### config.mk
export PLATFORM = sky130hd
export DESIGN_NAME = irc_top
export DESIGN_NICKNAME = d
export VERILOG_FILES = /design/src/logic/irc_pkg.sv /design/src/logic/irc_top.sv
export SDC_FILE = /design/constraint.sdc
export NUM_CORES = 1
export LEC_CHECK = 0
export ABC_AREA = 1
export BUFFER_PORTS_ARGS = -buffer_cell sky130_fd_sc_hd__buf_4
export CAP_MARGIN = 10
export CORE_UTILIZATION = 50
export CTS_CLUSTER_SIZE = 28
export DETAILED_ROUTE_END_ITERATION = 8
export PLACE_DENSITY = 0.79
export SLEW_MARGIN = 10
export SYNTH_ARGS = -nofsm -noshare
export SYNTH_HDL_FRONTEND = slang
export SYNTH_SLANG_ARGS = --single-unit
### constraint.sdc
create_clock -name clock -period 17.75 [get_ports clock]
set_input_delay 0.8875 -clock clock [delete_from_list [all_inputs] [get_ports clock]]
set_output_delay 0.8875 -clock clock [all_outputs]
set_load 0.005 [all_outputs]
### src/logic/irc_pkg.sv
// Purpose: shared constants for the interrupt request controller
// Assumes: 32-bit APB, 10 MHz system clock
// Notes:   register index times four gives the APB byte address
package irc_pkg;
	// bus geometry
	localparam int unsigned DATA_W    = 32;           // apb data width
	localparam int unsigned ADDR_W    = 16;           // apb address width
	localparam int unsigned IDX_W     = ADDR_W - 2;   // word index width

	// source counts
	localparam int unsigned SRC_NUM   = 24;           // all request sources
	localparam int unsigned LVL_NUM   = 16;           // level-type sources
	localparam int unsigned EDGE_NUM  = 8;            // edge-type sources
	localparam int unsigned SRC_ID_W  = 5;            // width of a source number
	localparam int unsigned PIN_NUM   = 32;           // default pin count

	// register indices
	localparam logic [IDX_W-1:0] IDX_ENABLE_0  = 14'h0640;
	localparam logic [IDX_W-1:0] IDX_ENABLE_1  = 14'h0641;
	localparam logic [IDX_W-1:0] IDX_ENABLE_2  = 14'h0642;
	localparam logic [IDX_W-1:0] IDX_GLOBAL    = 14'h0643;
	localparam logic [IDX_W-1:0] IDX_PRIORITY_SELECT_0    = 14'h0644;
	localparam logic [IDX_W-1:0] IDX_PRIORITY_SELECT_1    = 14'h0645;
	localparam logic [IDX_W-1:0] IDX_PRIORITY_SELECT_2    = 14'h0646;
	localparam logic [IDX_W-1:0] IDX_FLAGS_0   = 14'h0648;
	localparam logic [IDX_W-1:0] IDX_FLAGS_1   = 14'h0649;
	localparam logic [IDX_W-1:0] IDX_FLAGS_2   = 14'h064A;
	localparam logic [IDX_W-1:0] IDX_PIN_POL   = 14'h0650;
	localparam logic [IDX_W-1:0] IDX_PIN_IRQEN = 14'h0651;
	localparam logic [IDX_W-1:0] IDX_PIN_MASK0 = 14'h0652;
	localparam logic [IDX_W-1:0] IDX_PIN_MASK1 = 14'h0653;

	// field positions
	localparam int unsigned GLOBAL_EN_BIT  = 0;       // global enable in control byte
	localparam int unsigned EDGE_IDLE_BIT  = 0;       // bus idle source
	localparam int unsigned EDGE_BRST_BIT  = 1;       // usb bus reset source
	localparam int unsigned EDGE_PIN_BIT   = 2;       // pin request source
	localparam int unsigned EDGE_LFW_BIT   = 3;       // low-frequency wakeup
	localparam int unsigned EDGE_STMR_BIT  = 4;       // system timer
	localparam int unsigned EDGE_P2C0_BIT  = 5;       // first pin-to-core request
	localparam int unsigned EDGE_P2C1_BIT  = 6;       // second pin-to-core request

	// reset values
	localparam logic [SRC_NUM-1:0]  ENABLE_RST = 24'h000000;
	localparam logic [SRC_NUM-1:0]  PRIO_RST   = 24'h000000;
	localparam logic [EDGE_NUM-1:0] FLAG_RST   = 8'h00;
	localparam logic                GLOBAL_RST = 1'b0;

	// timing
	localparam int unsigned CLK_PERIOD_NS = 100;      // 10 MHz system clock
	localparam int unsigned IDLE_TIME_NS  = 250000;   // 250 us bus idle
	localparam int unsigned IDLE_CYCLES   =
		(IDLE_TIME_NS + CLK_PERIOD_NS - 1) / CLK_PERIOD_NS;
	localparam int unsigned IDLE_CNT_W    = 12;       // holds IDLE_CYCLES
	localparam logic [IDLE_CNT_W-1:0] IDLE_LAST =
		IDLE_CNT_W'(IDLE_CYCLES - 1);
endpackage

### src/logic/irc_top.sv
// Purpose: interrupt request controller with apb register file
// Assumes: level sources and usb signals share the system clock;
//          pins, system timer and wakeup requests arrive asynchronously
// Notes:   answers every apb access with one wait state
//
// Functional notes
// - twenty-four sources: sixteen level, eight edge
// - per-source enable bytes; cleared bit masks source
// - first enable byte maps host, serial, fifo, timers
// - second enable byte maps pke, pwm, radio, usb
// - edge byte maps pins, timers, pin, usb
// - bus idle fires after 250 us idle
// - control bit zero gates every request
// - three priority bytes select high or low
// - priority decides which source goes first
// - three flag bytes show raised requests
// - flag word mirrors enable bit positions
// - edge flag cleared by writing one
// - level flag follows its source module
// - pin request ORs polarity-corrected enabled pins
// - pin-to-core requests use the first and second selection masks
`timescale 1ns/1ps
module irc_top
	import irc_pkg::*;
#(
	parameter int unsigned PIN_COUNT = irc_pkg::PIN_NUM
)
(
	input  wire logic                             clock,
	input  wire logic                             reset,
	input  wire logic [irc_pkg::ADDR_W-1:0]       paddr,
	input  wire logic                             psel,
	input  wire logic                             penable,
	input  wire logic                             pwrite,
	input  wire logic [irc_pkg::DATA_W-1:0]       pwdata,
	output logic      [irc_pkg::DATA_W-1:0]       prdata,
	output logic                                  pready,
	output logic                                  pslverr,
	input  wire logic [irc_pkg::LVL_NUM-1:0]      level_requests,
	input  wire logic                             usb_bus_reset,
	input  wire logic                             usb_link_idle,
	input  wire logic                             system_timer_request,
	input  wire logic                             low_freq_wakeup_request,
	input  wire logic [PIN_COUNT-1:0]             pin_in,
	output logic                                  core_irq,
	output logic      [irc_pkg::SRC_ID_W-1:0]     core_irq_source,
	output logic                                  core_irq_high
);
	import irc_pkg::*;

	localparam int unsigned AW = PIN_COUNT + 2;   // synchronised inputs

	// software registers
	logic [SRC_NUM-1:0]   enable_r;           // per-source enables
	logic                 global_r;           // global enable
	logic [SRC_NUM-1:0]   prio_r;             // 1 = high priority
	logic [PIN_COUNT-1:0] pin_pol_r;          // pin polarity
	logic [PIN_COUNT-1:0] pin_irqen_r;        // pin request enables
	logic [PIN_COUNT-1:0] pin_mask0_r;        // pin_select_mask_zero
	logic [PIN_COUNT-1:0] pin_mask1_r;        // second selection mask

	// flag and edge state
	logic [EDGE_NUM-1:0]  edge_flag_r;        // sticky edge flags
	logic [EDGE_NUM-1:0]  edge_flag_nxt;
	logic [EDGE_NUM-1:0]  edge_prev_r;        // previous edge source sample
	logic [IDLE_CNT_W-1:0] idle_cnt_r;        // bus idle time counter
	logic [IDLE_CNT_W-1:0] idle_cnt_nxt;

	// three-stage input synchroniser plus agreement filter
	logic [AW-1:0]        sync1_r;
	logic [AW-1:0]        sync2_r;
	logic [AW-1:0]        sync3_r;
	logic [AW-1:0]        filt_r;
	logic [AW-1:0]        filt_nxt;

	// apb and core request output registers
	logic [DATA_W-1:0]    prdata_r;
	logic                 pready_r;
	logic                 pslverr_r;
	logic                 core_irq_r;
	logic [SRC_ID_W-1:0]  core_irq_source_r;
	logic                 core_irq_high_r;

	// address decode
	wire logic [IDX_W-1:0] idx      = paddr[ADDR_W-1:2];
	wire logic             aligned  = (paddr[1:0] == 2'h0);
	wire logic             hit_en0  = aligned && (idx == IDX_ENABLE_0);
	wire logic             hit_en1  = aligned && (idx == IDX_ENABLE_1);
	wire logic             hit_en2  = aligned && (idx == IDX_ENABLE_2);
	wire logic             hit_glb  = aligned && (idx == IDX_GLOBAL);
	wire logic             hit_pr0  = aligned && (idx == IDX_PRIORITY_SELECT_0);
	wire logic             hit_pr1  = aligned && (idx == IDX_PRIORITY_SELECT_1);
	wire logic             hit_pr2  = aligned && (idx == IDX_PRIORITY_SELECT_2);
	wire logic             hit_fl0  = aligned && (idx == IDX_FLAGS_0);
	wire logic             hit_fl1  = aligned && (idx == IDX_FLAGS_1);
	wire logic             hit_fl2  = aligned && (idx == IDX_FLAGS_2);
	wire logic             hit_pol  = aligned && (idx == IDX_PIN_POL);
	wire logic             hit_pie  = aligned && (idx == IDX_PIN_IRQEN);
	wire logic             hit_pm0  = aligned && (idx == IDX_PIN_MASK0);
	wire logic             hit_pm1  = aligned && (idx == IDX_PIN_MASK1);
	wire logic             hit_any  = hit_en0 | hit_en1 | hit_en2 | hit_glb
		| hit_pr0 | hit_pr1 | hit_pr2 | hit_fl0 | hit_fl1 | hit_fl2
		| hit_pol | hit_pie | hit_pm0 | hit_pm1;

	// access phase strobes; the write lands at the edge that sees pready
	wire logic             access   = psel && penable;
	wire logic             wr_en    = access && pready_r && pwrite && hit_any;
	wire logic             rd_load  = access && !pready_r;

	// flag word: level sources low, edge sources high
	wire logic [SRC_NUM-1:0] flags  = {edge_flag_r, level_requests};

	// read data mux
	wire logic [DATA_W-1:0] rd_data =
		hit_en0 ? DATA_W'(enable_r[7:0])          :
		hit_en1 ? DATA_W'(enable_r[15:8])         :
		hit_en2 ? DATA_W'(enable_r[23:16])        :
		hit_glb ? DATA_W'(global_r)               :
		hit_pr0 ? DATA_W'(prio_r[7:0])            :
		hit_pr1 ? DATA_W'(prio_r[15:8])           :
		hit_pr2 ? DATA_W'(prio_r[23:16])          :
		hit_fl0 ? DATA_W'(flags[7:0])             :
		hit_fl1 ? DATA_W'(flags[15:8])            :
		hit_fl2 ? DATA_W'(flags[23:16])           :
		hit_pol ? DATA_W'(pin_pol_r)              :
		hit_pie ? DATA_W'(pin_irqen_r)            :
		hit_pm0 ? DATA_W'(pin_mask0_r)            :
		hit_pm1 ? DATA_W'(pin_mask1_r)            :
		{DATA_W{1'b0}};

	// synchronised pins, polarity corrected; polarity acts at once, so a
	// polarity change on an inactive pin looks like a rising edge and sets a flag
	wire logic [PIN_COUNT-1:0] pin_sync  = filt_r[PIN_COUNT-1:0];
	wire logic [PIN_COUNT-1:0] pin_act   = pin_sync ^ pin_pol_r;
	wire logic pin_request   = |(pin_act & pin_irqen_r);
	wire logic pin_to_core_0 = |(pin_act & pin_mask0_r);
	wire logic pin_to_core_1 = |(pin_act & pin_mask1_r);
	wire logic stmr_sync     = filt_r[PIN_COUNT];
	wire logic lfw_sync      = filt_r[PIN_COUNT+1];

	// edge source levels in enable byte order
	wire logic [EDGE_NUM-1:0] edge_src =
		{1'b0, pin_to_core_1, pin_to_core_0, stmr_sync, lfw_sync,
		 pin_request, usb_bus_reset, 1'b0};

	// bus idle fires once when the idle time is reached; the counter then
	// parks one past the firing count so a cleared flag stays clear
	wire logic idle_done = (idle_cnt_r == IDLE_CNT_W'(IDLE_CYCLES));
	wire logic idle_fire = usb_link_idle && (idle_cnt_r == IDLE_LAST);

	// rising transitions plus the idle pulse
	wire logic [EDGE_NUM-1:0] edge_set =
		(edge_src & ~edge_prev_r)
		| (EDGE_NUM'(idle_fire) << EDGE_IDLE_BIT);

	// write one clears edge flags
	wire logic [EDGE_NUM-1:0] edge_clr =
		(wr_en && hit_fl2) ? pwdata[EDGE_NUM-1:0] : {EDGE_NUM{1'b0}};

	// pending sources after masking and the global gate
	wire logic [SRC_NUM-1:0] pending =
		flags & enable_r & {SRC_NUM{global_r}};
	wire logic [SRC_NUM-1:0] pend_high = pending & prio_r;
	wire logic               any_high  = |pend_high;
	wire logic [SRC_NUM-1:0] pick_set  = any_high ? pend_high : pending;

	// lowest-numbered set bit wins within a priority class
	// the loop walks downwards so the last hit is the lowest number
	function automatic logic [SRC_ID_W-1:0] first_set(input logic [SRC_NUM-1:0] v);
		logic [SRC_ID_W-1:0] id;
		id = {SRC_ID_W{1'b0}};
		for (int i = SRC_NUM - 1; i >= 0; i--)
		begin
			if (v[i])
			begin
				id = SRC_ID_W'(i);
			end
		end
		return id;
	endfunction

	wire logic [SRC_ID_W-1:0] pick_id = first_set(pick_set);

	// sticky edge flags: a set in the clearing cycle survives
	assign edge_flag_nxt = (edge_flag_r & ~edge_clr) | edge_set;

	// bus idle counter restarts whenever the link is busy
	assign idle_cnt_nxt = !usb_link_idle ? {IDLE_CNT_W{1'b0}} :
		idle_done ? idle_cnt_r :
		idle_cnt_r + IDLE_CNT_W'(1);

	// a change counts once the second and third stages agree
	assign filt_nxt = (sync2_r & sync3_r) | (filt_r & (sync2_r | sync3_r));

	// input synchroniser chain
	always_ff @(posedge clock or posedge reset)
	begin
		if (reset)
		begin
			sync1_r <= {AW{1'b0}};
			sync2_r <= {AW{1'b0}};
			sync3_r <= {AW{1'b0}};
			filt_r  <= {AW{1'b0}};
		end
		else
		begin
			sync1_r <= {low_freq_wakeup_request, system_timer_request, pin_in};
			sync2_r <= sync1_r;
			sync3_r <= sync2_r;
			filt_r  <= filt_nxt;
		end
	end

	// edge detection state and flags
	always_ff @(posedge clock or posedge reset)
	begin
		if (reset)
		begin
			edge_prev_r <= FLAG_RST;
			edge_flag_r <= FLAG_RST;
			idle_cnt_r  <= {IDLE_CNT_W{1'b0}};
		end
		else
		begin
			edge_prev_r <= edge_src;
			edge_flag_r <= edge_flag_nxt;
			idle_cnt_r  <= idle_cnt_nxt;
		end
	end

	// enable and global control registers
	always_ff @(posedge clock or posedge reset)
	begin
		if (reset)
		begin
			enable_r <= ENABLE_RST;
			global_r <= GLOBAL_RST;
		end
		else
		begin
			// first byte: host, serial, fifo, dma, power-down, timers
			if (wr_en && hit_en0)
			begin
				enable_r[7:0] <= pwdata[7:0];
			end
			// second byte: pke, pwm, radio, five usb device lines
			if (wr_en && hit_en1)
			begin
				enable_r[15:8] <= pwdata[7:0];
			end
			// third byte: edge-type sources
			if (wr_en && hit_en2)
			begin
				enable_r[23:16] <= pwdata[7:0];
			end
			if (wr_en && hit_glb)
			begin
				global_r <= pwdata[GLOBAL_EN_BIT];
			end
		end
	end

	// priority registers
	always_ff @(posedge clock or posedge reset)
	begin
		if (reset)
		begin
			prio_r <= PRIO_RST;
		end
		else
		begin
			if (wr_en && hit_pr0)
			begin
				prio_r[7:0] <= pwdata[7:0];
			end
			if (wr_en && hit_pr1)
			begin
				prio_r[15:8] <= pwdata[7:0];
			end
			if (wr_en && hit_pr2)
			begin
				prio_r[23:16] <= pwdata[7:0];
			end
		end
	end

	// pin configuration registers
	always_ff @(posedge clock or posedge reset)
	begin
		if (reset)
		begin
			pin_pol_r   <= {PIN_COUNT{1'b0}};
			pin_irqen_r <= {PIN_COUNT{1'b0}};
			pin_mask0_r <= {PIN_COUNT{1'b0}};
			pin_mask1_r <= {PIN_COUNT{1'b0}};
		end
		else
		begin
			if (wr_en && hit_pol)
			begin
				pin_pol_r <= pwdata[PIN_COUNT-1:0];
			end
			if (wr_en && hit_pie)
			begin
				pin_irqen_r <= pwdata[PIN_COUNT-1:0];
			end
			if (wr_en && hit_pm0)
			begin
				pin_mask0_r <= pwdata[PIN_COUNT-1:0];
			end
			if (wr_en && hit_pm1)
			begin
				pin_mask1_r <= pwdata[PIN_COUNT-1:0];
			end
		end
	end

	// apb answer: one wait state, data captured before pready
	always_ff @(posedge clock or posedge reset)
	begin
		if (reset)
		begin
			pready_r  <= 1'b0;
			pslverr_r <= 1'b0;
			prdata_r  <= {DATA_W{1'b0}};
		end
		else
		begin
			pready_r <= rd_load;
			// error flag for unmapped words and misaligned addresses
			if (rd_load)
			begin
				pslverr_r <= !hit_any;
				prdata_r  <= pwrite ? {DATA_W{1'b0}} : rd_data;
			end
			else
			begin
				pslverr_r <= 1'b0;
			end
		end
	end

	// request towards the core with chosen source
	always_ff @(posedge clock or posedge reset)
	begin
		if (reset)
		begin
			core_irq_r        <= 1'b0;
			core_irq_source_r <= {SRC_ID_W{1'b0}};
			core_irq_high_r   <= 1'b0;
		end
		else
		begin
			core_irq_r        <= |pending;
			core_irq_source_r <= pick_id;
			core_irq_high_r   <= any_high;
		end
	end

	// outputs straight from flip-flops
	assign prdata          = prdata_r;
	assign pready          = pready_r;
	assign pslverr         = pslverr_r;
	assign core_irq        = core_irq_r;
	assign core_irq_source = core_irq_source_r;
	assign core_irq_high   = core_irq_high_r;
endmodule

**Word level (Yosys, flattened, before mapping)**

Index checks and enable logic that the tools add are counted.

- Bits in latches: 0
- Memory bits (writable): 0
- Memory bits (read-only): 0
- Logic and storage cells: 156
- Bits in registers: 380
- Memories kept: 0

- Add/sub/neg operators: 1
- Mux-type cells: 44
- Bitwise operators: 30
- Shift operators: 0
- Order comparisons: 0
- $mul: 0
- Equal/unequal tests: 17
- Div/mod/pow operators: 0
- Reductions and logical operators: 40

Operator list:

| operator | count |
|---|---|
| two-way mux 32 bit | 15 |
| == test 14 x 11 -> 1 bit (second input constant) | 14 |
| two-way mux 5 bit | 24 |
| bitwise AND 32 bit | 3 |
| OR reduction 32 bit | 3 |
| bitwise AND 24 bit | 3 |
| bitwise AND 34 bit | 2 |
| OR 34 bit | 2 |
| OR reduction 24 bit | 2 |
| logical AND 1 bit | 32 |
| bitwise XOR 32 bit | 1 |
| == test 12 bit (second input constant) | 2 |
| two-way mux 12 bit | 2 |
| two-way mux 24 bit | 1 |
| OR 1 bit | 13 |
| adder 12 x 1 -> 12 bit (second input constant) | 1 |
| bitwise AND 7 x 8 -> 8 bit | 1 |
| bitwise AND 8 bit | 1 |
| two-way mux 8 bit | 1 |
| NOT 7 -> 8 bit | 1 |
| NOT 8 bit | 1 |
| OR 8 x 1 -> 8 bit | 1 |
| OR 8 bit | 1 |
| zero test 1 bit | 2 |
| other kinds (3) | 3 |

**Logic depth before layout (Yosys ltp)**

Gate-level depths: netlist (run 1).

- Depth after elaboration: 29
- Mapped depth: 32

**Least setup slack after synthesis (run 1)**

OpenSTA, ideal clock, no wires.

- Kind: input-to-reg
- From: input port paddr[7] in the netlist's numbering
- To: register pin_pol_r[20]
- Buffers on the path: 1
- Required time: 17.620 ns
- Cell stages on the path: 13
- Data arrival time: 3.331 ns
- Slack: 14.289 ns
- Library setup time: 0.130 ns
- Cell sequence: nor4_4 -> inv_2 -> nor2_2 -> inv_2 -> nor2_2 -> nand2_1 -> nor2_1 -> nor4_1 -> a311oi_4 -> nand2_1 -> clkbuf_1 -> nand2_1 -> o21ai_0

- Word-level cells in the longest chain between the ends: 17
- Elaborated cells on any way between the ends: 43

RTL lines:

| element | RTL line | RTL |
|---|---|---|
| start, declared | irc_top.sv:31 | `input wire logic [irc_pkg::ADDR_W-1:0] paddr,` |
| == test 14 x 11 -> 1 bit (on tied branches) | irc_top.sv:87, irc_top.sv:88 |  |
| logical AND 1 bit (on tied branches) | irc_top.sv:87, irc_top.sv:88 |  |
| OR 1 bit (3 in a row) | irc_top.sv:101 | `wire logic hit_any = hit_en0 \| hit_en1 \| hit_en2 \| hit_glb` |
| OR 1 bit (6 in a row) | irc_top.sv:102 | `\| hit_pr0 \| hit_pr1 \| hit_pr2 \| hit_fl0 \| hit_fl1 \| hit_fl2` |
| OR 1 bit (4 in a row) | irc_top.sv:103 | `\| hit_pol \| hit_pie \| hit_pm0 \| hit_pm1;` |
| logical AND 1 bit | irc_top.sv:107 | `wire logic wr_en = access && pready_r && pwrite && hit_any;` |
| logical AND 1 bit (*) | irc_top.sv:299 | `if (wr_en && hit_pol)` |
| end signal, assigned | irc_top.sv:292 | `pin_pol_r <= {PIN_COUNT{1'b0}};` |
| end signal, assigned | irc_top.sv:301 | `pin_pol_r <= pwdata[PIN_COUNT-1:0];` |
| end, declared | irc_top.sv:57 | `logic [PIN_COUNT-1:0] pin_pol_r;` |

Mark *: on every way between the ends. The rest lies on a longest branch, timed or not.
A chain may end at the register's enable or synchronous reset.

**Worst setup path after layout (run 1)**

- From: input port paddr[1] in the netlist's numbering
- To: register pin_mask0_r[25]

- Word-level cells in the longest chain between the ends: 17
- Elaborated cells on any way between the ends: 30

RTL lines:

| element | RTL line | RTL |
|---|---|---|
| zero test 2 bit (*) | irc_top.sv:86 | `wire logic aligned = (paddr[1:0] == 2'h0);` |
| logical AND 1 bit (on tied branches) | irc_top.sv:87, irc_top.sv:88 |  |
| OR 1 bit (3 in a row) | irc_top.sv:101 |  |
| OR 1 bit (6 in a row) | irc_top.sv:102 |  |
| OR 1 bit (4 in a row) | irc_top.sv:103 |  |
| logical AND 1 bit | irc_top.sv:107 |  |
| logical AND 1 bit (*) | irc_top.sv:307 | `if (wr_en && hit_pm0)` |
| end signal, assigned | irc_top.sv:294 | `pin_mask0_r <= {PIN_COUNT{1'b0}};` |
| end signal, assigned | irc_top.sv:309 | `pin_mask0_r <= pwdata[PIN_COUNT-1:0];` |
| end, declared | irc_top.sv:59 | `logic [PIN_COUNT-1:0] pin_mask0_r;` |

Marks and branches as above.

==> impl_metrics.yaml, run 1 <==
synth:
  synth_edf_count: 0
  ys_seq_area_frac: 0.576
  synth_top_family_by_area: "simple AND/OR/NAND/NOR gates"
  postSynthAreaPerCell_sq_um: 9.13
  synth_top_area_share: 0.576
  synth-xor-area-share: 0.0111
  synth-simple-area-share: 0.178
  synth_area_leaders: "dfrtp_1 58%, nand2_1 9.5%, o21ai_0 7.0%"
  muxShareOfSynthArea: 0.000607
  ys_warn_count: 0
  syn_inst: 1807
  synth_compound_area_frac: 0.158
  ys_types: 46
  async_flop_share: 1.00
  synth_fa_ha_area_frac: 0.0221
  synthesis.area_sq_um: 16500
  synth_top_cell_by_area: "dfrtp_1"
  synthFlopType: "dfrtp_1"
  ys_seq_elements: 380
  syn_nets: 1914
place:
  place_congestion: 0.958
  dpl-instance-area_sq_um: 18000
  port_buffers: 145
  dp_hpwl_um: 32000
clocking:
  hold_buffers: 0
  cts_resized: 0
  path_clk_slew_ps: 70
  cts_buffers: 40
  cts_root_buf: "clkbuf_16"
  postCtsSetupBuffers: 0
  htree_num_levels: 2
  cts.sinks: 380
  cts_tree: "yes"
  clock_path_buffers: 3
  clock_latency_ps: 540
detailed_routing:
  wirelength_um: 45800
  wl_per_cell_um: 19.1
  drt_first_pass_iters: 6
  route.detailed.drc: 0
  vias: 13900
  vias_per_cell: 5.79
  ant_nets: 0
  drt_iter0_markers: 1681
timing:
  post-route-min-period_ps: 5120
  hold_viol_final: 0
  fin_skew_ps: 25.8
  worst_slew_pin_slew_ps: 1150
  slew_viol_final: 0
  setup_viol: 0
  slew_headroom: 0.234
  fin_setup_tns_ps: 0
  period_share: 0.289
  max_freq_ghz: 0.195
  rsz0062_at_grt: "false"
critical_path:
  worstPathMaxFanout: 64
  critPathArrivalTime_ps: 5530
  crit_chain: "buf_4 > nor2_1 > inv_2 > nor2_1 > nand3_1 > o2111ai_1 > nor2_1 > a311oi_4 > nand2_2 > o21ai_0"
  crit_path_end_kind: "flip-flop"
  worstSetupPathType: "primary input to flip-flop"
  worst_ep_required_time_ps: 18160
  crit_slowest_cell: "nand3_1"
  slowest_delay_ps: 1020
  crit_path_start_kind: "primary input"
  cpMostUsedCell: "nor2_1"
floorplanning:
  core-area_sq_um: 32500
  fp.dieH_um: 184
  rows: 66
  die_area_sq_um: 33700
  start_util: 0.507
  fp.dieW_um: 184
  pin_count: 146
power_and_ir_drop:
  p_leak_uw: 0.00900
  vdd_drop_max_mv: 0.0748
  comb_power_share: 0.044
  power.switching_uw: 412
  swShare: 0.220
  internal_power_uw: 1460
  p_clk_frac: 0.474
  seqPwrFrac: 0.482
  power_density_nw_per_um2: 96.2
cells_and_area:
  diodes: 0
  syn_to_final_growth_pct: 17.6
  multiInputGateArea_sq_um: 6130
  post_route_cells_drive_above_1_share: 0.127
  n_fill_cell: 2741
  seq_area_sq_um: 9510
  post-route-cell-area_sq_um: 19400
  nNetsFinal: 2041
run_status:
  status: "completed"
grt:
  grt_pass1_wl_um: 73100
  grt_max_degree: 105
  grt.busiest_layer: "met2"
  first_global_vias: 13300
  gr-usage-met2: 0.434
  grt_util_met3: 0.0503
  grt_overflow: 0
  antenna_found_initial: 1
  grt.met1_usage: 0.398
  track_usage: 0.279
job:
  drv_cap: 0
min_path:
  hold_class: "flip-flop to flip-flop"
==> power groups by stage <==
stage	clock, uW	sequential (uW)	combinational [uW]
2_1_floorplan	0	912	42.9
3_3_place_gp	0	915	80.3
3_5_place_dp	0	916	82.0
4_1_cts	895	901	82.6
5_1_grt	932	902	90.6
6_report	885	900	81.9
==> cells in the final DEF (no fill, tap or decap), types with 4 or more instances in the layout <==
| master | count |
|---|---|
| nand3_1 | 81 |
| a21oi_1 | 30 |
| o22ai_1 | 17 |
| nand4_1 | 42 |
| o221ai_1 | 16 |
| xor2_1 | 8 |
| a221oi_1 | 17 |
| inv_1 | 154 |
| a22oi_1 | 5 |
| a211oi_1 | 14 |
| dfrtp_1 | 380 |
| inv_2 | 4 |
| nor4_1 | 9 |
| o211ai_1 | 32 |
| clkbuf_16 | 41 |
| a22o_1 | 5 |
| or2_2 | 12 |
| clkbuf_8 | 10 |
| nor3_1 | 37 |
| maj3_1 | 34 |
| clkinv_2 | 7 |
| xnor2_1 | 13 |
| clkinv_1 | 6 |
| nand2_1 | 417 |
| o21ai_0 | 230 |
| nor2_1 | 84 |
| o2111ai_1 | 6 |
| o21ai_1 | 49 |
| o21a_1 | 8 |
| bufinv_16 | 5 |
| buf_4 | 154 |
==> cells in the mapped netlist, types with 2 or more instances <==
library cell / number
a21oi_1: 30
a32o_1: 2
o21a_1: 8
xor2_1: 8
a211oi_1: 14
o21ai_0: 230
nand2_1: 419
o221ai_1: 16
a221oi_1: 17
o2111ai_1: 6
o22ai_1: 17
maj3_1: 34
clkinv_1: 6
nor4_1: 9
nor3_1: 37
a22o_1: 5
ha_1: 2
nand3_1: 83
nor2_1: 84
a22oi_1: 5
or2_2: 12
a221o_1: 2
inv_2: 4
buf_1: 4
dfrtp_1: 380
o211ai_1: 32
xnor2_1: 13
nor2_2: 2
clkbuf_1: 66
inv_1: 155
o21ai_1: 49
nand4_1: 42
==> per-stage QoR <==
stage	util	cells	worst slack, ps	hold slack [ps]	power (uW)
6_report	0.596	2404	12630	342	1870
5_1_grt	0.596	2404	12140	347	1920
4_1_cts	0.596	2403	12640	344	1880
3_5_place_dp	0.552	2333	12110	335	998
3_3_place_gp	0.552	2333	12420	332	996
2_1_floorplan	-	1807	6310	331	955
==> sequential cells by signal (all words and copies together) (netlist names), 5 cells and up <==
name	cells
prio_r	24
edge_flag_r	8
sync2_r	34
pin_irqen_r	32
prdata	32
edge_prev_r	6
sync1_r	34
filt_r	34
pin_mask1_r	32
pin_pol_r	32
core_irq_source	5
pin_mask0_r	32
enable_r	24
sync3_r	34
idle_cnt_r	12
==> worst paths after layout <==
check                      slack [ps]                           end  depth (start not counted)                  start
min in group asynchronous         490          sync1_r[7]$_DFF_PP0_                          2                  reset
hold / removal                    340         sync2_r[11]$_DFF_PP0_                          0  sync1_r[11]$_DFF_PP0_
setup / recovery                12630   pin_mask0_r[25]$_DFFE_PP0P_                         10               paddr[1]
setup reg to reg                14140  core_irq_source[0]$_DFF_PP0_                         28   global_r$_DFFE_PP0P_
max in group asynchronous       15000    pin_irqen_r[7]$_DFFE_PP0P_                          4                  reset
hold reg to reg                   340         sync2_r[11]$_DFF_PP0_                          0  sync1_r[11]$_DFF_PP0_
==> logic make-up (layout without fill, tap and decap cells) <==
group	after synthesis	count (layout)
and+or+nand+nor	692	692
AOI/OAI and AO/OA	442	442
DFF	380	380
buffers and inverters	235	390
adders and majority gates	36	36
xor gates and xnor gates	21	21
muxes	1	1
==> cell type report <==
| cell class | count | share of cell area |
|---|---|---|
| clock inverter | 17 | 0.0124 |
| clock buffer | 53 | 0.0604 |
| inverter | 165 | 0.0323 |
| timing repair buffer | 155 | 0.0606 |
| multi-input combinational | 1192 | 0.316 |
| sequential | 380 | 0.490 |
| tap | 442 | 0.0285 |
==> routing by layer <==
| metal | share of wire | routed length [um] |
|---|---|---|
| met1 | 0.43 | 19800 |
| met2 | 0.45 | 20800 |
| met3 | 0.086 | 3950 |
| met4 | 0.029 | 1330 |
| met5 | 0.00017 | 8 |
==> worst max-delay path, delay by kind of cell <==
| kind | cells | cell delay [ps] |
|---|---|---|
| simple gates | 5 | 3020 |
| compound gates | 3 | 1300 |
| buf+inv | 2 | 310 |
Note: power is estimated with default switching activity, not from simulation.
==> run 2: changes to the inputs <==
--- a/config.mk
+++ b/config.mk
@@ -5,13 +5,13 @@
 export SDC_FILE = /design/constraint.sdc
 export NUM_CORES = 1
 export LEC_CHECK = 0
-export ABC_AREA = 1
+export ABC_AREA = 0
 export BUFFER_PORTS_ARGS = -buffer_cell sky130_fd_sc_hd__buf_4
 export CAP_MARGIN = 10
 export CORE_UTILIZATION = 50
 export CTS_CLUSTER_SIZE = 28
 export DETAILED_ROUTE_END_ITERATION = 8
-export PLACE_DENSITY = 0.79
+export PLACE_DENSITY = 0.82
 export SLEW_MARGIN = 10
 export SYNTH_ARGS = -nofsm -noshare
 export SYNTH_HDL_FRONTEND = slang
==> constraint.sdc (replaced) <==
create_clock -name clock -period 4.7 [get_ports clock]
set_input_delay 0.235 -clock clock [delete_from_list [all_inputs] [get_ports clock]]
set_output_delay 0.235 -clock clock [all_outputs]
set_load 0.005 [all_outputs]
==> run 2 against run 1 <==
  * Area after synthesis is 1.7% lower
  * Clock power grew to 3.6 times the previous value
  * Die area decreased by 1.7%
  * Cell count fell by 21%
  * Count of clock-buffer cells in the layout fell by 1
  * Combinational power increased to 4.7 times the previous value
  * Flip-flop and latch count unchanged
  * Sequential share of layout area down 0.59 points
  * Via count decreased by 16%
  * Synthesized cell count fell by 30%
  * Cell area increased by 1.2%
  * Hold slack worse by 310 ps
==> impl_metrics.yaml, run 2 <==
cells_and_area:
  post-route-cell-area_sq_um: 19600
  nNetsFinal: 1577
  final_common_cell: "dfrtp_1"
  post_route_cells_drive_above_1_share: 0.268
  most-common-layout-cells: "380 x dfrtp_1, 154 x buf_4, 140 x mux2_2"
  diodes: 0
  n_fill_cell: 2378
  syn_to_final_growth_pct: 21.1
  instances_no_fill: 1901
floorplanning:
  core-area_sq_um: 31700
  start_util: 0.511
  fp.dieW_um: 182
  rows: 65
  die_area_sq_um: 33200
  fp.dieH_um: 182
  pin_count: 146
clocking:
  cts_resized: 0
  clock_latency_ps: 550
  cts.sinks: 380
  htree_num_levels: 2
  path_clk_slew_ps: 60
  clock_path_buffers: 3
  postCtsSetupBuffers: 0
  cts_tree: "yes"
  cts_root_buf: "clkbuf_16"
  hold_buffers: 63
  cts_buffers: 39
power_and_ir_drop:
  vdd_drop_max_mv: 0.307
  p_leak_uw: 0.00939
  power_uw: 6990
  power_density_nw_per_um2: 356
detailed_routing:
  wl_per_cell_um: 25.1
  wirelength_um: 47700
  ant_nets: 0
  vias_per_cell: 6.17
  drt_iter0_markers: 1121
  vias: 11700
  drt_first_pass_iters: 7
  route.detailed.drc: 0
critical_path:
  crit_slowest_cell: "dfrtp_1"
  crit_chain: "buf_4 > nand4_1 > nand4_1 > nor2_1 > and2_1 > inv_1 > a31o_2 > o2111ai_1 > o211ai_1 > a311oi_1"
  critPathArrivalTime_ps: 4300
  worstPathMaxFanout: 35
  slowest_delay_ps: 780
  worst_ep_required_time_ps: 5130
  crit_path_end_kind: "flip-flop"
  crit_path_start_kind: "flip-flop"
  crit_buf_inv: 2
  crit_family: "simple AND/OR/NAND/NOR gates"
  cpMostUsedCell: "nand4_1"
  worstSetupPathType: "flip-flop to flip-flop"
timing:
  worst_slew_pin_slew_ps: 1070
  fin_setup_tns_ps: 0
  rsz0062_at_grt: "false"
  setup_viol: 0
  period_share: 0.825
  fin_skew_ps: 12.8
  slew_headroom: 0.290
  hold_ws_ps: 33.8
  max_freq_ghz: 0.258
  hold_viol_final: 0
  slew_viol_final: 0
  post-route-min-period_ps: 3880
place:
  dp_hpwl_um: 32400
  dpl-instance-area_sq_um: 17700
  dp_cells: 1768
  port_buffers: 145
  place_congestion: 0.958
grt:
  grt_overflow: 0
  grt_max_degree: 174
  track_usage: 0.293
  first_global_vias: 12400
  grt_pass1_wl_um: 73800
  antenna_found_initial: 0
synth:
  synth_most_common_cell: "dfrtp_1"
  ys_types: 69
  synthFlopType: "dfrtp_1"
  syn_nets: 1374
  ys_seq_elements: 380
  async_flop_share: 1.00
  synthesis.area_sq_um: 16200
  ys_seq_area_frac: 0.586
  synthTopCellsByCount: "380 x dfrtp_1, 140 x mux2_2, 100 x nand2_1"
  syn_inst: 1267
  ys_warn_count: 0
  synth_top_area_share: 0.586
  postSynthAreaPerCell_sq_um: 12.8
  synth_top_cell_by_area: "dfrtp_1"
  synth_edf_count: 0
  synth_area_leaders: "dfrtp_1 59%, mux2_2 9.7%, nand2_1 2.3%"
min_path:
  hold_class: "primary input to flip-flop"
run_status:
  status: "completed"
job:
  drv_cap: 0
-- run 2: power breakdown --
group	internal [uW]	leakage (uW)	switching, uW
registers	3350	0.00491	53.2
clock network	1870	0.000653	1320
logic	156	0.00384	233
total	5380	0.00939	1610
-- run 2: worst reg2reg max path: stages, from the launching register on --
cell and delay, ps:
dfrtp_1 780, buf_4 370, nand4_1 170, nand4_1 180
nor2_1 590, and2_1 610, inv_1 210, a31o_2 330
o2111ai_1 110, o211ai_1 140, a311oi_1 290
-- run 2: logic make-up after synthesis --
group,after synthesis,share of synthesized area
buffers and inverters,83,0.0213
AND/OR/NAND/NOR,283,0.0961
flip-flops,380,0.586
adder cells (fa/ha/maj),37,0.0231
AO/OA/AOI/OAI,243,0.108
XOR/XNOR,40,0.0216
multiplexers,201,0.144
-- run 2: metrics by stage --
stage / utilization / setup slack [ps]
CTS: 0.619 / 899
global route: 0.619 / 545
detailed placement: 0.558 / 969
floorplan: - / -641
finish: 0.619 / 824
global placement: 0.558 / 1040
-- run 2: path summary, 6_finish.rpt --
path | start | end | slack (ps) | depth (start not counted)
worst max-delay path | global_r$_DFFE_PP0P_ | core_irq_source[0]$_DFF_PP0_ | 820 | 10
worst min-delay path | pwdata[5] | enable_r[21]$_DFFE_PP0P_ | 30 | 3
worst max register to register | global_r$_DFFE_PP0P_ | core_irq_source[0]$_DFF_PP0_ | 820 | 10
worst min register to register | sync1_r[1]$_DFF_PP0_ | sync2_r[1]$_DFF_PP0_ | 340 | 0
max in group asynchronous | reset | sync3_r[32]$_DFF_PP0_ | 2870 | 4
min in group asynchronous | reset | sync1_r[12]$_DFF_PP0_ | 410 | 3
-- run 2: final cells by class --
class,count,area [sq um],share of cell area
Inverter,26,101,0.00516
Tap cell,402,503,0.0256
Multi-Input combinational cell,804,6380,0.325
Clock inverter,18,238,0.0121
Sequential cell,380,9510,0.484
Clock buffer,52,1080,0.0552
Timing Repair Buffer,219,1830,0.0930
-- run 2: routing by layer --
layer	vias to the layer above	part of all wire	track usage
li1	5104	-	-
met1	6097	0.40	0.365
met2	413	0.52	0.522
met3	113	0.047	0.0375
met4	0	0.037	0.105
met5	-	0	0
==> run 3: changes to the inputs <==
==> constraint.sdc (replaced) <==
create_clock -name clock -period 3.55 [get_ports clock]
set_input_delay 0.1775 -clock clock [delete_from_list [all_inputs] [get_ports clock]]
set_output_delay 0.1775 -clock clock [all_outputs]
set_load 0.005 [all_outputs]
==> run 3 against run 2 <==
  * Register-to-register slack worse by 210 ps
  * Die area unchanged
  * First-iteration DRC count down 14%
  * Wire length down 0.21%
  * Setup slack worse by 210 ps
  * Flip-flop and latch count unchanged
  * Core utilization up 0.62 points
  * Critical path type unchanged
  * Highest routed layer unchanged
==> impl_metrics.yaml, run 3 (synthesized netlist as in run 2, its figures left out) <==
run_status:
  status: "completed"
timing:
  period_share: 0.828
  worst_slew_pin_slew_ps: 797
  hold_viol_final: 0
  fin_setup_tns_ps: 0
  fin_skew_ps: 22.8
  max_freq_ghz: 0.340
  post-route-min-period_ps: 2940
  rsz0062_at_grt: "false"
  slew_viol_final: 0
  setup_viol: 0
  slew_headroom: 0.464
grt:
  antenna_found_initial: 0
  track_usage: 0.292
  grt_pass1_wl_um: 73300
  grt_max_degree: 101
  first_global_vias: 12500
  grt_overflow: 0
critical_path:
  endpoint: "core_irq_source[4]$_DFF_PP0_"
  crit_path_start_kind: "flip-flop"
  worstPathMaxFanout: 22
  crit_path_end_kind: "flip-flop"
  slowest_delay_ps: 750
  startpoint: "global_r$_DFFE_PP0P_"
  worst_ep_required_time_ps: 4020
  critPathArrivalTime_ps: 3410
  rr_startpoint: "global_r$_DFFE_PP0P_"
  worstSetupPathType: "flip-flop to flip-flop"
  crit_slowest_cell: "dfrtp_1"
  reg2reg_to: "core_irq_source[4]$_DFF_PP0_"
  crit_chain: "buf_12 > nand3_1 > o2111ai_1 > nor4_1 > and2_1 > buf_4 > o21ai_0 > nor3b_1 > and3_1 > o211a_1"
  r2r_cells: 10
  r2r_setup_slack_ps: 610
min_path:
  hold_class: "primary input to flip-flop"
  worstHoldStart: "level_requests[9]"
place:
  place_congestion: 0.989
  dp_hpwl_um: 32400
  dp_cells: 1783
  port_buffers: 145
  dpl-instance-area_sq_um: 17800
power_and_ir_drop:
  vdd_drop_max_mv: 0.333
  p_leak_uw: 0.00949
  power_density_nw_per_um2: 465
floorplanning:
  die_area_sq_um: 33200
  pin_count: 146
  fp.dieH_um: 182
  core-area_sq_um: 31700
  fp.dieW_um: 182
  rows: 65
  start_util: 0.511
cells_and_area:
  post_route_cells_drive_above_1_share: 0.276
  final_common_cell: "dfrtp_1"
  nNetsFinal: 1599
  post-route-cell-area_sq_um: 19800
  syn_to_final_growth_pct: 22.3
  most-common-layout-cells: "380 x dfrtp_1, 166 x buf_4, 140 x mux2_2"
  diodes: 0
  instances_no_fill: 1922
detailed_routing:
  vias_per_cell: 6.19
  drt_first_pass_iters: 5
  vias: 11900
  wirelength_um: 47600
  route.detailed.drc: 0
  drt_iter0_markers: 965
  ant_nets: 0
  wl_per_cell_um: 24.8
clocking:
  cts.sinks: 380
  path_clk_slew_ps: 60
  clock_path_buffers: 3
  clock_latency_ps: 550
  cts_tree: "yes"
  cts_buffers: 39
  htree_num_levels: 2
  cts_root_buf: "clkbuf_16"
job:
  drv_cap: 0
[run 3: metal layers]
| layer | vias to the layer above | part of all wire | wire length [um] | track usage |
|---|---|---|---|---|
| met5 | - | 0 | 0 | 0 |
| met4 | 0 | 0.047 | 2220 | 0.131 |
| met3 | 138 | 0.059 | 2800 | 0.0423 |
| met2 | 540 | 0.50 | 24000 | 0.510 |
| met1 | 6064 | 0.39 | 18600 | 0.360 |
| li1 | 5152 | - | - | - |
[run 3: how the worst min path moves through the flow]
stage,slack [ps],cells past startpoint,endpoint
floorplan,210,0,edge_prev_r[1]$_DFF_PP0_
global placement,290,1,sync1_r[29]$_DFF_PP0_
detailed placement,290,1,sync1_r[27]$_DFF_PP0_
CTS,60,5,core_irq$_DFF_PP0_
global route,130,5,core_irq$_DFF_PP0_
finish,80,5,core_irq$_DFF_PP0_
[run 3: final cells by class]
class,count,area (sq um)
clock buffer,49,1090
clock inverter,20,208
multi-input combinational,804,6380
timing repair buffer,241,2050
sequential,380,9510
inverter,26,101
tap,402,503
fill,2364,11900
[run 3: timing repair]
action,in CTS,in global routing
resized for setup,0,0
hold endpoints to repair,181,0
buffers inserted,0,0
hold buffers,70,0
endpoints found under the setup margin,0,0
[run 3: report_power, final]
group,switching [uW],internal [uW],total (uW)
Clock,1750,2420,4170
Combinational,319,218,537
Sequential,72.5,4440,4510
[run 3: worst max-delay path: cells and delay by family, from the launching register on]
family | cells | cell delay (ps)
simple gates | 5 | 960
flops | 1 | 750
compound gates | 3 | 750
buf+inv | 2 | 410
[run 3: stage by stage]
step,setup WS (ps),util,hold slack (ps),power [uW]
finish,609,0.625,83.1,9220
global route,363,0.625,128,9490
CTS,667,0.625,55.1,9260
detailed placement,592,0.562,288,5050
global placement,622,0.562,287,5040
floorplan,-1730,-,209,4800
